### src/ccpm_regs.vh
// Register offsets, field positions and reset values of the capture/compare/PWM mode control
`ifndef CCPM_REGS_VH
`define CCPM_REGS_VH
`define CCPM_IDX_UNIT_ONE_CTRL 8'h17
`define CCPM_IDX_UNIT_TWO_CTRL 8'h1D
`define CCPM_ADDR_UNIT_ONE_CTRL 10'h05C
`define CCPM_ADDR_UNIT_TWO_CTRL 10'h074
`define CCPM_ADDR_ONE_COMPARE 10'h100
`define CCPM_ADDR_TWO_COMPARE 10'h104
`define CCPM_ADDR_ONE_CAPTURE 10'h108
`define CCPM_ADDR_TWO_CAPTURE 10'h10C
`define CCPM_ADDR_IRQ_STATUS 10'h110
`define CCPM_ADDR_IRQ_MASK 10'h114
`define CCPM_ADDR_STATE 10'h118
`define CCPM_CTRL_WMASK 8'h3F
`define CCPM_CTRL_RESET 8'h00
`define CCPM_MODE_OFF 4'h0
`define CCPM_MODE_CAP_FALL 4'h4
`define CCPM_MODE_CAP_RISE 4'h5
`define CCPM_MODE_CAP_RISE4 4'h6
`define CCPM_MODE_CAP_RISE16 4'h7
`define CCPM_MODE_CMP_SET 4'h8
`define CCPM_MODE_CMP_CLR 4'h9
`define CCPM_MODE_CMP_SWI 4'hA
`define CCPM_MODE_CMP_TRIG 4'hB
`define CCPM_PRESCALE_4 4'h3
`define CCPM_PRESCALE_16 4'hF
`endif

### src/ccpm_mode_control.v
// Two capture/compare/PWM units with AHB-Lite register access
//
// Implementation choice: the AHB-Lite slave port.
`timescale 1ns/100ps
`default_nettype none
`include "ccpm_regs.vh"
module ccpm_mode_control (
    input wire clk_sys,
    input wire srst,
    input wire [31:0] haddr,
    input wire [1:0] htrans,
    input wire hwrite,
    input wire [2:0] hsize,
    input wire [31:0] hwdata,
    input wire hsel,
    input wire hready,
    output reg [31:0] hrdata,
    output reg hreadyout,
    output reg hresp,
    input wire unit_one_pin_in,
    input wire unit_two_pin_in,
    input wire [15:0] timer_one_count,
    input wire converter_enabled,
    output reg unit_one_out,
    output reg unit_two_out,
    output reg [9:0] unit_one_duty,
    output reg [9:0] unit_two_duty,
    output reg unit_one_pwm_mode,
    output reg unit_two_pwm_mode,
    output reg timer_one_reset,
    output reg conversion_start,
    output reg irq
);

    // Capture-event decision for one unit given edges and prescale count
    function cap_event;
        input [3:0] mode;
        input rise;
        input fall;
        input [3:0] cnt;
        begin
            case (mode)
                `CCPM_MODE_CAP_FALL: cap_event = fall;
                `CCPM_MODE_CAP_RISE: cap_event = rise;
                `CCPM_MODE_CAP_RISE4: cap_event = rise && ((cnt & `CCPM_PRESCALE_4) == `CCPM_PRESCALE_4);
                `CCPM_MODE_CAP_RISE16: cap_event = rise && cnt == `CCPM_PRESCALE_16;
                default: cap_event = 1'b0;
            endcase
        end
    endfunction

    // Control register as seen on the bus; unimplemented top bits read zero
    function [31:0] ctrl_word;
        input [7:0] ctrl;
        begin
            ctrl_word = {24'h000000, 2'b00, ctrl[5:0]};
        end
    endfunction

    function is_capture;
        input [3:0] mode;
        begin
            is_capture = (mode[3:2] == 2'b01);
        end
    endfunction

    function is_compare;
        input [3:0] mode;
        begin
            is_compare = (mode[3:2] == 2'b10);
        end
    endfunction

    function is_pwm;
        input [3:0] mode;
        begin
            is_pwm = (mode[3:2] == 2'b11);
        end
    endfunction

    // Special event trigger: compare match while in mode 1011
    function is_trigger;
        input [3:0] mode;
        input hit;
        begin
            is_trigger = hit && (mode == `CCPM_MODE_CMP_TRIG);
        end
    endfunction

    // Next level of the compare output latch
    function out_next;
        input [3:0] mode;
        input hit;
        input cur;
        begin
            case (mode)
                `CCPM_MODE_OFF: out_next = 1'b0;
                `CCPM_MODE_CMP_SET: out_next = hit ? 1'b1 : cur;
                `CCPM_MODE_CMP_CLR: out_next = hit ? 1'b0 : cur;
                default: out_next = cur;
            endcase
        end
    endfunction

    // Prescaler counts rising edges only while capturing, else it is held clear
    function [3:0] pre_next;
        input [3:0] mode;
        input rise;
        input [3:0] cnt;
        begin
            if (!is_capture(mode))
                pre_next = 4'h0;
            else if (rise)
                pre_next = cnt + 4'h1;
            else
                pre_next = cnt;
        end
    endfunction

    reg [7:0] ctrl1_q, ctrl2_q;
    reg [15:0] cmp1_q, cmp2_q, cap1_q, cap2_q;
    reg [1:0] stat_q, mask_q;
    reg [3:0] pre1_q, pre2_q;
    reg s1a_q, s1b_q, s1c_q, s2a_q, s2b_q, s2c_q;
    reg aph_q, awr_q;
    reg [9:0] aad_q;

    wire [3:0] m1 = ctrl1_q[3:0];
    wire [3:0] m2 = ctrl2_q[3:0];
    // Pin edges seen on the synchronised copies
    wire r1 = s1b_q & ~s1c_q;
    wire f1 = ~s1b_q & s1c_q;
    wire r2 = s2b_q & ~s2c_q;
    wire f2 = ~s2b_q & s2c_q;
    wire cm1 = is_compare(m1);
    wire cm2 = is_compare(m2);
    wire hit1 = cm1 && (cmp1_q == timer_one_count);
    wire hit2 = cm2 && (cmp2_q == timer_one_count);
    wire ce1 = is_capture(m1) && cap_event(m1, r1, f1, pre1_q);
    wire ce2 = is_capture(m2) && cap_event(m2, r2, f2, pre2_q);
    wire tr1 = is_trigger(m1, hit1);
    wire tr2 = is_trigger(m2, hit2);
    wire wr = aph_q && awr_q;
    wire [7:0] wb = hwdata[7:0];
    wire [1:0] ev = {ce2 | hit2, ce1 | hit1};
    wire st_clr = wr && (aad_q == `CCPM_ADDR_IRQ_STATUS);
    // Flag set wins over a same-cycle write-one clear
    wire [1:0] stat_d = (st_clr ? (stat_q & ~hwdata[1:0]) : stat_q) | ev;

    // Two-stage synchronisers; the third stage only feeds edge detection
    always @(posedge clk_sys) begin
        s1a_q <= unit_one_pin_in;
        s1b_q <= s1a_q;
        s1c_q <= s1b_q;
        s2a_q <= unit_two_pin_in;
        s2b_q <= s2a_q;
        s2c_q <= s2b_q;
    end

    always @(posedge clk_sys) begin
        if (srst) begin
            aph_q <= 1'b0;
            awr_q <= 1'b0;
            aad_q <= 10'h000;
            hreadyout <= 1'b1;
            hresp <= 1'b0;
            hrdata <= 32'h00000000;
        end else begin
            hreadyout <= 1'b1;
            hresp <= 1'b0;
            if (hready) begin
                aph_q <= hsel && htrans[1];
                awr_q <= hwrite;
                aad_q <= haddr[9:0];
                hrdata <= 32'h00000000;
                if (hsel && htrans[1] && !hwrite) begin
                    case (haddr[9:0])
                        `CCPM_ADDR_UNIT_ONE_CTRL: hrdata <= ctrl_word(ctrl1_q);
                        `CCPM_ADDR_UNIT_TWO_CTRL: hrdata <= ctrl_word(ctrl2_q);
                        `CCPM_ADDR_ONE_COMPARE: hrdata <= {16'h0000, cmp1_q};
                        `CCPM_ADDR_TWO_COMPARE: hrdata <= {16'h0000, cmp2_q};
                        `CCPM_ADDR_ONE_CAPTURE: hrdata <= {16'h0000, cap1_q};
                        `CCPM_ADDR_TWO_CAPTURE: hrdata <= {16'h0000, cap2_q};
                        `CCPM_ADDR_IRQ_STATUS: hrdata <= {30'h00000000, stat_q};
                        `CCPM_ADDR_IRQ_MASK: hrdata <= {30'h00000000, mask_q};
                        `CCPM_ADDR_STATE: hrdata <= {22'h000000, unit_two_out, unit_one_out,
                            pre2_q, pre1_q};
                        default: hrdata <= 32'h00000000;
                    endcase
                end
            end
        end
    end

    always @(posedge clk_sys) begin
        if (srst) begin
            ctrl1_q <= `CCPM_CTRL_RESET;
            ctrl2_q <= `CCPM_CTRL_RESET;
            cmp1_q <= 16'h0000;
            cmp2_q <= 16'h0000;
            mask_q <= 2'b00;
        end else if (wr) begin
            case (aad_q)
                `CCPM_ADDR_UNIT_ONE_CTRL: ctrl1_q <= wb & `CCPM_CTRL_WMASK;
                `CCPM_ADDR_UNIT_TWO_CTRL: ctrl2_q <= wb & `CCPM_CTRL_WMASK;
                `CCPM_ADDR_ONE_COMPARE: cmp1_q <= hwdata[15:0];
                `CCPM_ADDR_TWO_COMPARE: cmp2_q <= hwdata[15:0];
                `CCPM_ADDR_IRQ_MASK: mask_q <= hwdata[1:0];
                default: ;
            endcase
        end
    end

    always @(posedge clk_sys) begin
        if (srst) begin
            stat_q <= 2'b00;
            irq <= 1'b0;
        end else begin
            stat_q <= stat_d;
            irq <= |(stat_d & mask_q);
        end
    end

    // Prescalers; cleared whenever the unit is not capturing
    always @(posedge clk_sys) begin
        if (srst) begin
            pre1_q <= 4'h0;
        end else begin
            pre1_q <= pre_next(m1, r1, pre1_q);
        end
    end

    always @(posedge clk_sys) begin
        if (srst) begin
            pre2_q <= 4'h0;
        end else begin
            pre2_q <= pre_next(m2, r2, pre2_q);
        end
    end

    // A new capture overwrites one that was not yet read
    always @(posedge clk_sys) begin
        if (srst) begin
            cap1_q <= 16'h0000;
            cap2_q <= 16'h0000;
        end else begin
            if (ce1)
                cap1_q <= timer_one_count;
            if (ce2)
                cap2_q <= timer_one_count;
        end
    end

    // Compare output latches
    always @(posedge clk_sys) begin
        if (srst) begin
            unit_one_out <= 1'b0;
        end else begin
            unit_one_out <= out_next(m1, hit1, unit_one_out);
        end
    end

    always @(posedge clk_sys) begin
        if (srst) begin
            unit_two_out <= 1'b0;
        end else begin
            unit_two_out <= out_next(m2, hit2, unit_two_out);
        end
    end

    // Modes 1010 and 1011 leave the output latch alone
    always @(posedge clk_sys) begin
        if (srst) begin
            timer_one_reset <= 1'b0;
            conversion_start <= 1'b0;
            unit_one_pwm_mode <= 1'b0;
            unit_two_pwm_mode <= 1'b0;
            unit_one_duty <= 10'h000;
            unit_two_duty <= 10'h000;
        end else begin
            timer_one_reset <= tr1 || tr2;
            conversion_start <= tr2 && converter_enabled;
            unit_one_pwm_mode <= is_pwm(m1);
            unit_two_pwm_mode <= is_pwm(m2);
            unit_one_duty <= {cmp1_q[7:0], ctrl1_q[5:4]};
            unit_two_duty <= {cmp2_q[7:0], ctrl2_q[5:4]};
        end
    end

endmodule
`default_nettype wire

### config.mk
export PLATFORM = sky130hd
export DESIGN_NAME = ccpm_mode_control
export DESIGN_NICKNAME = d
export VERILOG_FILES = /design/src/ccpm_mode_control.v
export VERILOG_INCLUDE_DIRS = /design/src
export SDC_FILE = /design/constraint.sdc
export NUM_CORES = 1
export LEC_CHECK = 0
export BUFFER_PORTS_ARGS = -buffer_cell sky130_fd_sc_hd__buf_2
export CAP_MARGIN = 40
export CORE_AREA = 2 2 120 122
export DETAILED_ROUTE_END_ITERATION = 7
export DIE_AREA = 0 0 122 124
export PLACE_DENSITY = 0.77
export SYNTH_ARGS = -nofsm -noshare
export SYNTH_HDL_FRONTEND = slang
export SYNTH_SLANG_ARGS = --single-unit
### constraint.sdc
create_clock -name clk_sys -period 3.7 [get_ports clk_sys]
set_clock_uncertainty 0.2 [all_clocks]
set_input_delay 0.185 -clock clk_sys [delete_from_list [all_inputs] [get_ports clk_sys]]
set_output_delay 0.185 -clock clk_sys [all_outputs]
set_load 0.01 [all_outputs]
# ---- Word-level counts from Yosys, hierarchy flattened
# Index checks and enable logic that the tools add are counted.
dict set report totals {
  wordCells 134
  reg_bits 165
}
dict set report op_classes {
  muxes 11
  n_addsub 2
  bitwise 16
  n_reduce_logical 31
  n_eq_ne 45
}
# op count
set op_table {}
lappend op_table {{one-hot mux 16 bit (9 select lines)} 1}
lappend op_table {{equality test 10 x 9 -> 1 bit (second input constant)} 11}
lappend op_table {{equality test 10 x 7 -> 1 bit (second input constant)} 4}
lappend op_table {{equality test 16 bit} 2}
lappend op_table {{equality test 4 x 3 -> 1 bit (second input constant)} 8}
lappend op_table {{equality test 4 bit (second input constant)} 8}
lappend op_table {{2-to-1 mux 16 bit} 1}
lappend op_table {{logical AND 1 bit} 15}
lappend op_table {{equality test 2 bit (second input constant)} 6}
lappend op_table {{AND reduction 2 bit} 5}
lappend op_table {{adder 4 x 1 -> 4 bit (second input constant)} 2}
lappend op_table {{logical NOT 4 bit} 2}
lappend op_table {{inequality test 2 bit (second input constant)} 4}
lappend op_table {{one-hot mux 1 bit (4 select lines)} 2}
lappend op_table {{inverter 1 bit} 6}
lappend op_table {{one-hot mux 1 bit (3 select lines)} 2}
lappend op_table {{AND reduction 3 bit} 2}
lappend op_table {{nonzero test 3 bit} 2}
lappend op_table {{OR reduction 2 bit} 3}
lappend op_table {{AND 1 bit} 4}
lappend op_table {{AND 2 bit} 2}
lappend op_table {{equality test 2 x 1 -> 1 bit (second input constant)} 2}
lappend op_table {{2-to-1 mux 1 bit} 4}
lappend op_table {{2-to-1 mux 2 bit} 1}
lappend op_table {{5 further kinds} 6}

# ---- Longest topological paths before layout
# Gate-level depths: netlist (run 1).
dict set report depth {
  ltp_word 9
  depth_mapped 8
}

# ---- Least setup slack after synthesis (run 1)
# OpenSTA, ideal clock, no wires.
dict set report synth_path {
  kind {register to register}
  startpoint {register aad_q[3]}
  endpoint {register cmp1_q[10]}
  stages_incl_launch_ff 7
  path_buffers 1
  required_time_ns 3.372
  setup_slack_ns 1.474
  arrival_ns 1.899
  cell_sequence {dfxtp_1 or4b_2 nor3_2 nand2_2 buf_2 mux2i_1 nor2_1}
}
dict set report synth_between {
  elab_chain_cells 2
}
# element line
set synth_rtl {}
lappend synth_rtl {{start: declaration} ccpm_mode_control.v:126} ;# reg [9:0] aad_q;
lappend synth_rtl {{start signal: assignment} ccpm_mode_control.v:174} ;# aad_q <= haddr[9:0];
lappend synth_rtl {{equality test 10 x 9 -> 1 bit} ccpm_mode_control.v:203} ;# case (aad_q)
lappend synth_rtl {{AND reduction 2 bit (no source line)} --}
lappend synth_rtl {{end signal: assignment} ccpm_mode_control.v:206} ;# `CCPM_ADDR_ONE_COMPARE: cmp1_q <= hwdata[15:0];
lappend synth_rtl {{end: declaration} ccpm_mode_control.v:121} ;# reg [15:0] cmp1_q, cmp2_q, cap1_q, cap2_q;
# No other way between the ends.
# A chain may end at the register's enable or synchronous reset.

# ---- Final worst setup path (run 1)
dict set report layout_path {
  startpoint {input port haddr[6]}
  endpoint {register hrdata[15]}
}
dict set report layout_between {
  elab_chain_cells 3
}
# element line
set layout_rtl {}
lappend layout_rtl {{start: declaration} ccpm_mode_control.v:10} ;# input wire [31:0] haddr,
lappend layout_rtl {{equality test 10 x 9 -> 1 bit or equality test 10 x 7 -> 1 bit (tied branches)} --}
lappend layout_rtl {{one-hot mux 16 bit (9 select lines) *} ccpm_mode_control.v:177} ;# case (haddr[9:0])
lappend layout_rtl {{2-to-1 mux 16 bit *} ccpm_mode_control.v:176} ;# if (hsel && htrans[1] && !hwrite) begin
lappend layout_rtl {{end signal: assignment} ccpm_mode_control.v:178} ;# `CCPM_ADDR_UNIT_ONE_CTRL: hrdata <= ctrl_word(ctrl1_q);
lappend layout_rtl {{end signal: assignment} ccpm_mode_control.v:179} ;# `CCPM_ADDR_UNIT_TWO_CTRL: hrdata <= ctrl_word(ctrl2_q);
lappend layout_rtl {{end signal: assignment} ccpm_mode_control.v:180} ;# `CCPM_ADDR_ONE_COMPARE: hrdata <= {16'h0000, cmp1_q};
lappend layout_rtl {{end: declaration} ccpm_mode_control.v:17} ;# output reg [31:0] hrdata,
# Mark *: on every way between the ends. The rest lies on a longest branch, timed or not.

==> reports/qor.txt, run 1 <==
I/O Buffers: 93
CP Capture Type: flop
min cycle time layout: 2950 ps
Cells after Synth: 728
CTS tree: built
ys async rst share: 0%
status: complete, no violations
ranking of synthesized cells by area: dfxtp_1 44%, mux2i_1 9.5%, nor2_1 4.7%, nand2_1 4.5%, xnor2_1 3.9%
Overflow after GRT: 0
Setup CP Type: in -> reg
Clk Latency, worst-skew pair: 440 ps
die extent in y: 124 um
ANT nets after route: 0
vias in the first global route: 5,597
GRT Total Usage: 25.7%
top_reg_cell synth: dfxtp_1
drt pass-1 iters: 8
top cells by instance count after synthesis: 149 x dfxtp_1, 84 x nor2_1, 81 x nand2_1
TritonCTS Buffers: 17
multi-input logic area: 0.00351 mm2
Die X: 122 um
Die ar.: 0.0151 mm2
top-count cell post-synth: dfxtp_1
layout cells sized above 1: 19.5%
initial antenna violation count: 0
root buffer cell: clkbuf_16
mapped cell area: 0.00677 mm2
DR vias/cell: 5.65
first-pass GRT wire length: 29.7 mm
Max Cap Viol: 0
worst slew pin tran: 770 ps
Slew headroom: 48.7%
Worst VDD drop: 337 uV
hold slack: 40.9 ps
DR iter-0 viols: 715
Reg clk slew, reported paths: 60 ps
H-tree Lvls: 4
Setup Fix Bufs, Post-CTS: 0
Ys Warns: 0
ANT cells: 0
Ports: 154
Max Fclk: 0.339 GHz
nets: 945
crit path max fanout: 9
Power Dens Cells: 435 mW/mm2
Mean Syn Cell Area: 9.30 um2
Via Count: 5,894
Seq/Total Area, Yosys: 44.1%
WL final: 19.0 mm
Residual DRC: 0
Initial Util: 49.3%
final hold vios: 0
final setup fails: 0
RSZ-0062 raised after global routing: no
P&R area growth vs syn: 22.7%
leading area contributor after synthesis: dfxtp_1
Avg WL per Cell: 18.2 um
period utilisation layout: 79.7%
hold crit path type: in -> reg
Yosys reg bits: 149
Core Box Area: 0.0137 mm2
setup_tns: 0 ps
HPWL Detailed: 12.5 mm
row count: 43
Worst Setup Start Kind: primary input
fill count: 1,166
top-area cell type share of the netlist area: 44.1%
FF/Latch Area: 0.00298 mm2
EDFF count, synth: 0
largest net degree at the start of global routing: 58
gpl congestion: 0.868
worst path arrival time: 3110 ps
worst path required time: 3860 ps
max-slew violations: 0
CTS Sinks: 149
clock buffer depth: 2
Lkg Pwr: 3.42 nW
Cell variety after synth: 67
per-layer routing:
metal | GRT usage (%) | vias to the layer above | share of wire [%]
met1 | 33.8 | 2784 | 43
met2 | 41.8 | 269 | 47
met5 | 0 | - | 0
li1 | - | 2781 | -
met4 | 10.6 | 0 | 2.8
met3 | 4.53 | 60 | 7.1
worst paths after layout:
path           endpoint  cells past startpoint     start  slack (ps)
max          hrdata[15]                      7  haddr[6]         750
max reg2reg   cmp2_q[7]                      5  aad_q[3]         970
min            aad_q[3]                      3  haddr[3]          40
min reg2reg       s2b_q                      0     s2a_q         140
layout by cell type, fill, tap and decap left out, types with 9 or more instances in the layout:
master	count
a21oi_1	40
a221oi_1	10
buf_2	92
clkbuf_16	17
conb_1	18
dfxtp_1	149
dlygate4sd3_1	46
mux2i_1	64
nand2_1	81
nand3_1	26
nand3b_1	9
nand4_1	14
nor2_1	84
nor2b_1	28
o21ai_2	10
xnor2_1	30
what timing repair did:
item | CTS | global route
resized for setup | 0 | 0
hold endpoints to repair | 91 | 0
hold buffers | 46 | 0
where the power goes:
part	internal, mW	total (mW)	leakage (nW)	switching (mW)
clock network	1.08	1.77	0.283	0.691
logic	0.0925	0.221	1.93	0.128
registers	1.62	1.62	1.20	0.00891
final cells by class:
class | count | share of cell area [%]
multi-input cells | 533 | 42.3
clock inverters | 12 | 1.84
flip-flops and latches | 149 | 35.9
clock buffers | 20 | 5.38
well taps | 180 | 2.71
repair buffers | 145 | 11.7
inverters | 4 | 0.181
critical path, stage by stage:
cell and delay, ps:
dlygate4sd3_1 540, buf_2 160, or4b_4 640, or3_1 460, nor2_1 580, a221oi_1 350, o21ai_2 190
metrics by stage:
stage / total power [mW] / area (um2) / util (%) / setup WS, ps / cells
floorplan: 1.78 / 6830 / - / 1470 / 744
global placement: 1.83 / 7240 / 52.8 / 975 / 964
detailed placement: 1.83 / 7250 / 52.8 / 953 / 965
CTS: 3.61 / 8310 / 60.5 / 901 / 1043
global route: 3.71 / 8310 / 60.5 / 771 / 1043
finish: 3.61 / 8310 / 60.5 / 751 / 1043
sequential cells by signal, indices dropped and copies added (netlist names), 2 cells and up:
name	cells
cap1_q	16
cap2_q	16
cmp1_q	16
cmp2_q	16
hrdata	16
aad_q	10
unit_one_duty	10
unit_two_duty	10
ctrl1_q	6
ctrl2_q	6
pre1_q	4
pre2_q	4
mask_q	2
stat_q	2
cells by family (layout without fill, tap and decap cells):
| family | count (synthesis) | after routing | share of synthesized area (%) |
|---|---|---|---|
| XOR/XNOR | 38 | 38 | 4.92 |
| AO/OA/AOI/OAI | 99 | 99 | 10.7 |
| flip-flops | 149 | 149 | 44.1 |
| adder cells (fa/ha/maj) | 2 | 2 | 0.370 |
| multiplexers | 75 | 75 | 12.0 |
| other | 2 | 18 | 0.111 |
| buffers and inverters | 62 | 181 | 5.08 |
| AND/OR/NAND/NOR | 301 | 301 | 22.8 |
Note: power is estimated with default switching activity, not from simulation.
==> run 2, diff against run 1 <==
clock period = 3.01 ns   (was 3.7 ns; I/O delays follow)
==> run 2 against run 1 <==
- non-clock buffer count rose by 11
- global-route usage is 0.71 points lower
- total power is 17% higher
- largest cell class unchanged
==> reports/qor.txt, run 2 (same netlist as run 1, synthesis figures left out) <==
fill count: 1,137
Total Power: 4.22 mW
die extent in y: 124 um
Worst VDD drop: 425 uV
Setup Fix Bufs, Post-CTS: 0
Slew headroom: 55.1%
Max Fclk: 0.356 GHz
status: complete, no violations
Setup CP Type: reg -> reg
final hold vios: 0
Max Cap Viol: 0
Placed Area: 0.00731 mm2
max-slew violations: 0
Crit path largest cell delay: 720 ps
Crit. Startpoint: aad_q[3]
Placement Setup Slack: 474 ps
gpl congestion: 0.884
Die ar.: 0.0151 mm2
P&R area growth vs syn: 23.1%
initial antenna violation count: 0
Worst R2R Path Depth: 7
multi-input logic area: 0.00352 mm2
layout cells sized above 1: 19.8%
largest net degree at the start of global routing: 49
worst path required time: 3180 ps
ANT nets after route: 0
DR top layer: met4
Die X: 122 um
crit-path cells: or4b_2 > nor3_4 > and3b_1 > buf_4 > nand2_1 > a21oi_1 > dlygate4sd3_1
Residual DRC: 0
most frequent cells in the layout: 149 x dfxtp_1, 92 x buf_2, 84 x nor2_1
Via Count: 5,900
Hold Path Origin: haddr[3]
hold crit path type: in -> reg
TritonCTS Buffers: 17
DR vias/cell: 5.61
first-pass GRT wire length: 28.8 mm
final instance area: 0.00833 mm2
setup_tns: 0 ps
period utilisation layout: 93.2%
row count: 43
CTS tree: built
min cycle time layout: 2810 ps
DR iter-0 viols: 555
RR Startpoint: aad_q[3]
HPWL Detailed: 12.8 mm
Avg WL per Cell: 17.7 um
WL final: 18.6 mm
RSZ-0062 raised after global routing: no
I/O Buffers: 93
met3 wire length: 1.53 mm
H-tree Lvls: 4
Initial Util: 49.3%
Lkg Pwr: 3.46 nW
GRT Total Usage: 25.0%
Final WS setup: 204 ps
Power Dens Cells: 506 mW/mm2
Worst path slowest cell: or4b_2
worst path arrival time: 2980 ps
clock buffer depth: 2
Overflow after GRT: 0
final setup fails: 0
Worst Setup Start Kind: flop
Clk Latency, worst-skew pair: 430 ps
CTS Sinks: 149
commonest non-fill, non-tap cell in the layout: dfxtp_1
CP Capture Type: flop
Met1 Wirelength: 7.79 mm
nets: 956
Reg clk slew, reported paths: 60 ps
worst slew pin tran: 672 ps
crit path max fanout: 16
Ports: 154
FF/Latch Area: 0.00298 mm2
worst hold path depth: 3
met2 WL: 8.79 mm
root buffer cell: clkbuf_16
ANT cells: 0
vias in the first global route: 5,519
Core Box Area: 0.0137 mm2
drt pass-1 iters: 5
==> run 2: final cells by class <==
cell class / count / area share, %
inverter: 4 / 0.180
sequential: 149 / 35.8
clock buffer: 22 / 5.45
tap: 180 / 2.70
timing repair buffer: 156 / 12.7
clock inverter: 8 / 0.946
multi-input combinational: 533 / 42.2
==> run 2: worst paths after layout <==
| kind | to | slack [ps] |
|---|---|---|
| worst max-delay path | cmp2_q[15] | 200 |
| worst min register to register | s1b_q | 130 |
| worst min-delay path | aad_q[3] | 20 |
| worst max register to register | cmp2_q[15] | 200 |
==> run 2: where the power goes <==
part	switching, mW	leakage, nW	internal (mW)	total [mW]
Sequential	0.0117	1.20	1.99	2.00
Clock	0.798	0.260	1.15	1.95
Combinational	0.156	2.00	0.116	0.272
==> run 2: what timing repair did <==
| item | CTS | global route |
|---|---|---|
| hold buffers | 48 | 0 |
| gates resized for setup | 0 | 1 |
| endpoints found under the setup margin | 0 | 1 |
| hold endpoints to repair | 103 | 0 |
==> run 2: critical path: cells and delay by family, from the launching register on <==
| family | cells | cell delay, ps |
|---|---|---|
| compound gates | 1 | 140 |
| buf+inv | 2 | 780 |
| flops | 1 | 330 |
| simple gates | 4 | 1300 |
==> run 2: metrics by stage <==
stage	hold slack (ps)	cells	util, %
2_1_floorplan	-21.8	744	-
3_3_place_gp	58.2	972	53.2
4_1_cts	11.3	1052	60.7
3_5_place_dp	61.0	974	53.3
6_report	21.1	1052	60.7
5_1_grt	42.4	1052	60.7
==> run 2: per-layer routing <==
metal / track usage [%] / vias up
met5: 0 / -
met3: 4.85 / 47
met1: 32.7 / 2779
met2: 40.5 / 282
met4: 10.3 / 0
li1: - / 2792
==> run 3, diff against run 2 <==
==> constraint.sdc (replaced) <==
create_clock -name clk_sys -period 3.01 [get_ports clk_sys]
set_clock_uncertainty 0.2 [all_clocks]
set_input_delay 0.602 -clock clk_sys [delete_from_list [all_inputs] [get_ports clk_sys]]
set_output_delay 0.602 -clock clk_sys [all_outputs]
set_load 0.01 [all_outputs]
==> run 3 against run 2 <==
- critical endpoint is now cmp1_q[10]
- clock-buffer cell count fell by 2
- largest cell class unchanged
- hold slack better by 53 ps
- sequential power hardly changed
- sequential share of layout area rose by 1.6 points
==> reports/qor.txt, run 3 (same netlist as run 1, synthesis figures left out) <==
FF/Latch Area: 0.00298 mm2
H-tree Lvls: 4
hold slack: 73.7 ps
Crit path largest cell delay: 700 ps
post-CTS resize count: 0
P&R area growth vs syn: 17.8%
crit-path cells: or4b_2 > nor3_2 > nand2_2 > mux2i_1 > nor2_1
Residual DRC: 0
final hold vios: 0
Max Cap Viol: 0
hold crit path type: in -> reg
crit path max fanout: 16
Via Count: 5,773
commonest non-fill, non-tap cell in the layout: dfxtp_1
die extent in y: 124 um
Ports: 154
CTS Sinks: 149
initial antenna violation count: 0
Post-Layout Cell Count: 1,014
CTS tree: built
RR Startpoint: aad_q[3]
status: complete, no violations
Die ar.: 0.0151 mm2
nets: 916
first-pass GRT wire length: 28.8 mm
Power Dens Cells: 548 mW/mm2
TritonCTS Buffers: 17
Setup Fix Bufs, Post-CTS: 0
DR vias/cell: 5.69
worst slew pin tran: 733 ps
largest net degree at the start of global routing: 45
ANT cells: 0
CP Capture Type: flop
Avg WL per Cell: 18.2 um
Hold Path Origin: unit_two_pin_in
gpl congestion: 0.928
max-slew violations: 0
Clk Latency, worst-skew pair: 430 ps
Max Fclk: 0.395 GHz
I/O Buffers: 93
cts hold-fix bufs: 0
worst path required time: 3110 ps
RR Endpoint: cmp1_q[10]
layout cells sized above 1: 22.3%
WL final: 18.5 mm
Worst Setup Start Kind: flop
final setup fails: 0
Reg clk slew, reported paths: 60 ps
Core Box Area: 0.0137 mm2
vias in the first global route: 5,418
Die X: 122 um
Worst path slowest cell: or4b_2
Setup CP Type: reg -> reg
Initial Util: 49.3%
min cycle time layout: 2530 ps
GRT Total Usage: 25.1%
Worst Setup EP: cmp1_q[10]
fill count: 1,204
RSZ-0062 raised after global routing: no
most frequent cells in the layout: 149 x dfxtp_1, 92 x buf_2, 84 x nor2_1
Worst R2R Path Depth: 5
R2R Setup Slk: 480 ps
Slew headroom: 51.0%
Lkg Pwr: 3.32 nW
DR iter-0 viols: 644
root buffer cell: clkbuf_16
drt pass-1 iters: 5
multi-input logic area: 0.00351 mm2
Overflow after GRT: 0
HPWL Detailed: 13.1 mm
worst path arrival time: 2640 ps
row count: 43
Worst VDD drop: 411 uV
period utilisation layout: 84.2%
ANT nets after route: 0
Crit. Startpoint: aad_q[3]
setup_tns: 0 ps
clock buffer depth: 2
Inst Count DP: 982
run 3: cell types whose count changed in the layout (fill, tap and decap cells not counted), moves of 2 or more:
cell and change:
dlygate4sd3_1 -48, buf_4 +8, clkbuf_1 -3, clkinv_4 +3, clkinv_2 -2, inv_6 +2
run 3: per-stage QoR:
stage / setup WS, ps / utilization, % / total power [mW] / cell area (um2)
6_report: 476 / 58.1 / 4.37 / 7970
3_5_place_dp: 233 / 53.7 / 2.26 / 7370
4_1_cts: 502 / 58.1 / 4.37 / 7970
2_1_floorplan: 467 / - / 2.18 / 6830
5_1_grt: 378 / 58.1 / 4.49 / 7970
3_3_place_gp: 264 / 53.6 / 2.26 / 7360
run 3: power by group:
group / switching, mW / internal [mW]
Clock: 0.867 / 1.28
Combinational: 0.148 / 0.0796
Sequential: 0.0111 / 1.99
Total: 1.03 / 3.34
run 3: per-layer routing:
metal | global-route usage (%) | vias up | part of all wire, %
met3 | 5.08 | 41 | 7.8
met5 | 0 | - | 0
li1 | - | 2717 | -
met2 | 39.0 | 267 | 46
met4 | 12.3 | 0 | 3.2
met1 | 33.3 | 2748 | 43
run 3: worst min-delay path by stage:
stage	end	slack, ps	cells past startpoint
4_1_cts	s2a_q	60	1
6_report	s2a_q	70	1
2_1_floorplan	s1b_q	110	0
3_5_place_dp	s2b_q	130	0
5_1_grt	s2a_q	60	1
3_3_place_gp	s2b_q	130	0
run 3: final cells by class:
cell class                      instances  area share [%]
Clock buffer                           20            5.73
Clock inverter                         12            1.79
Inverter                                4           0.188
Multi-Input combinational cell        533            44.0
Sequential cell                       149            37.4
Tap cell                              180            2.82
Timing Repair Buffer                  116            8.04
run 3: worst max-delay path, delay by kind of cell (launching register included):
family           cells  cell delay [ps]
DFF                  1              340
muxes                1              280
and+or+nand+nor      4             1570
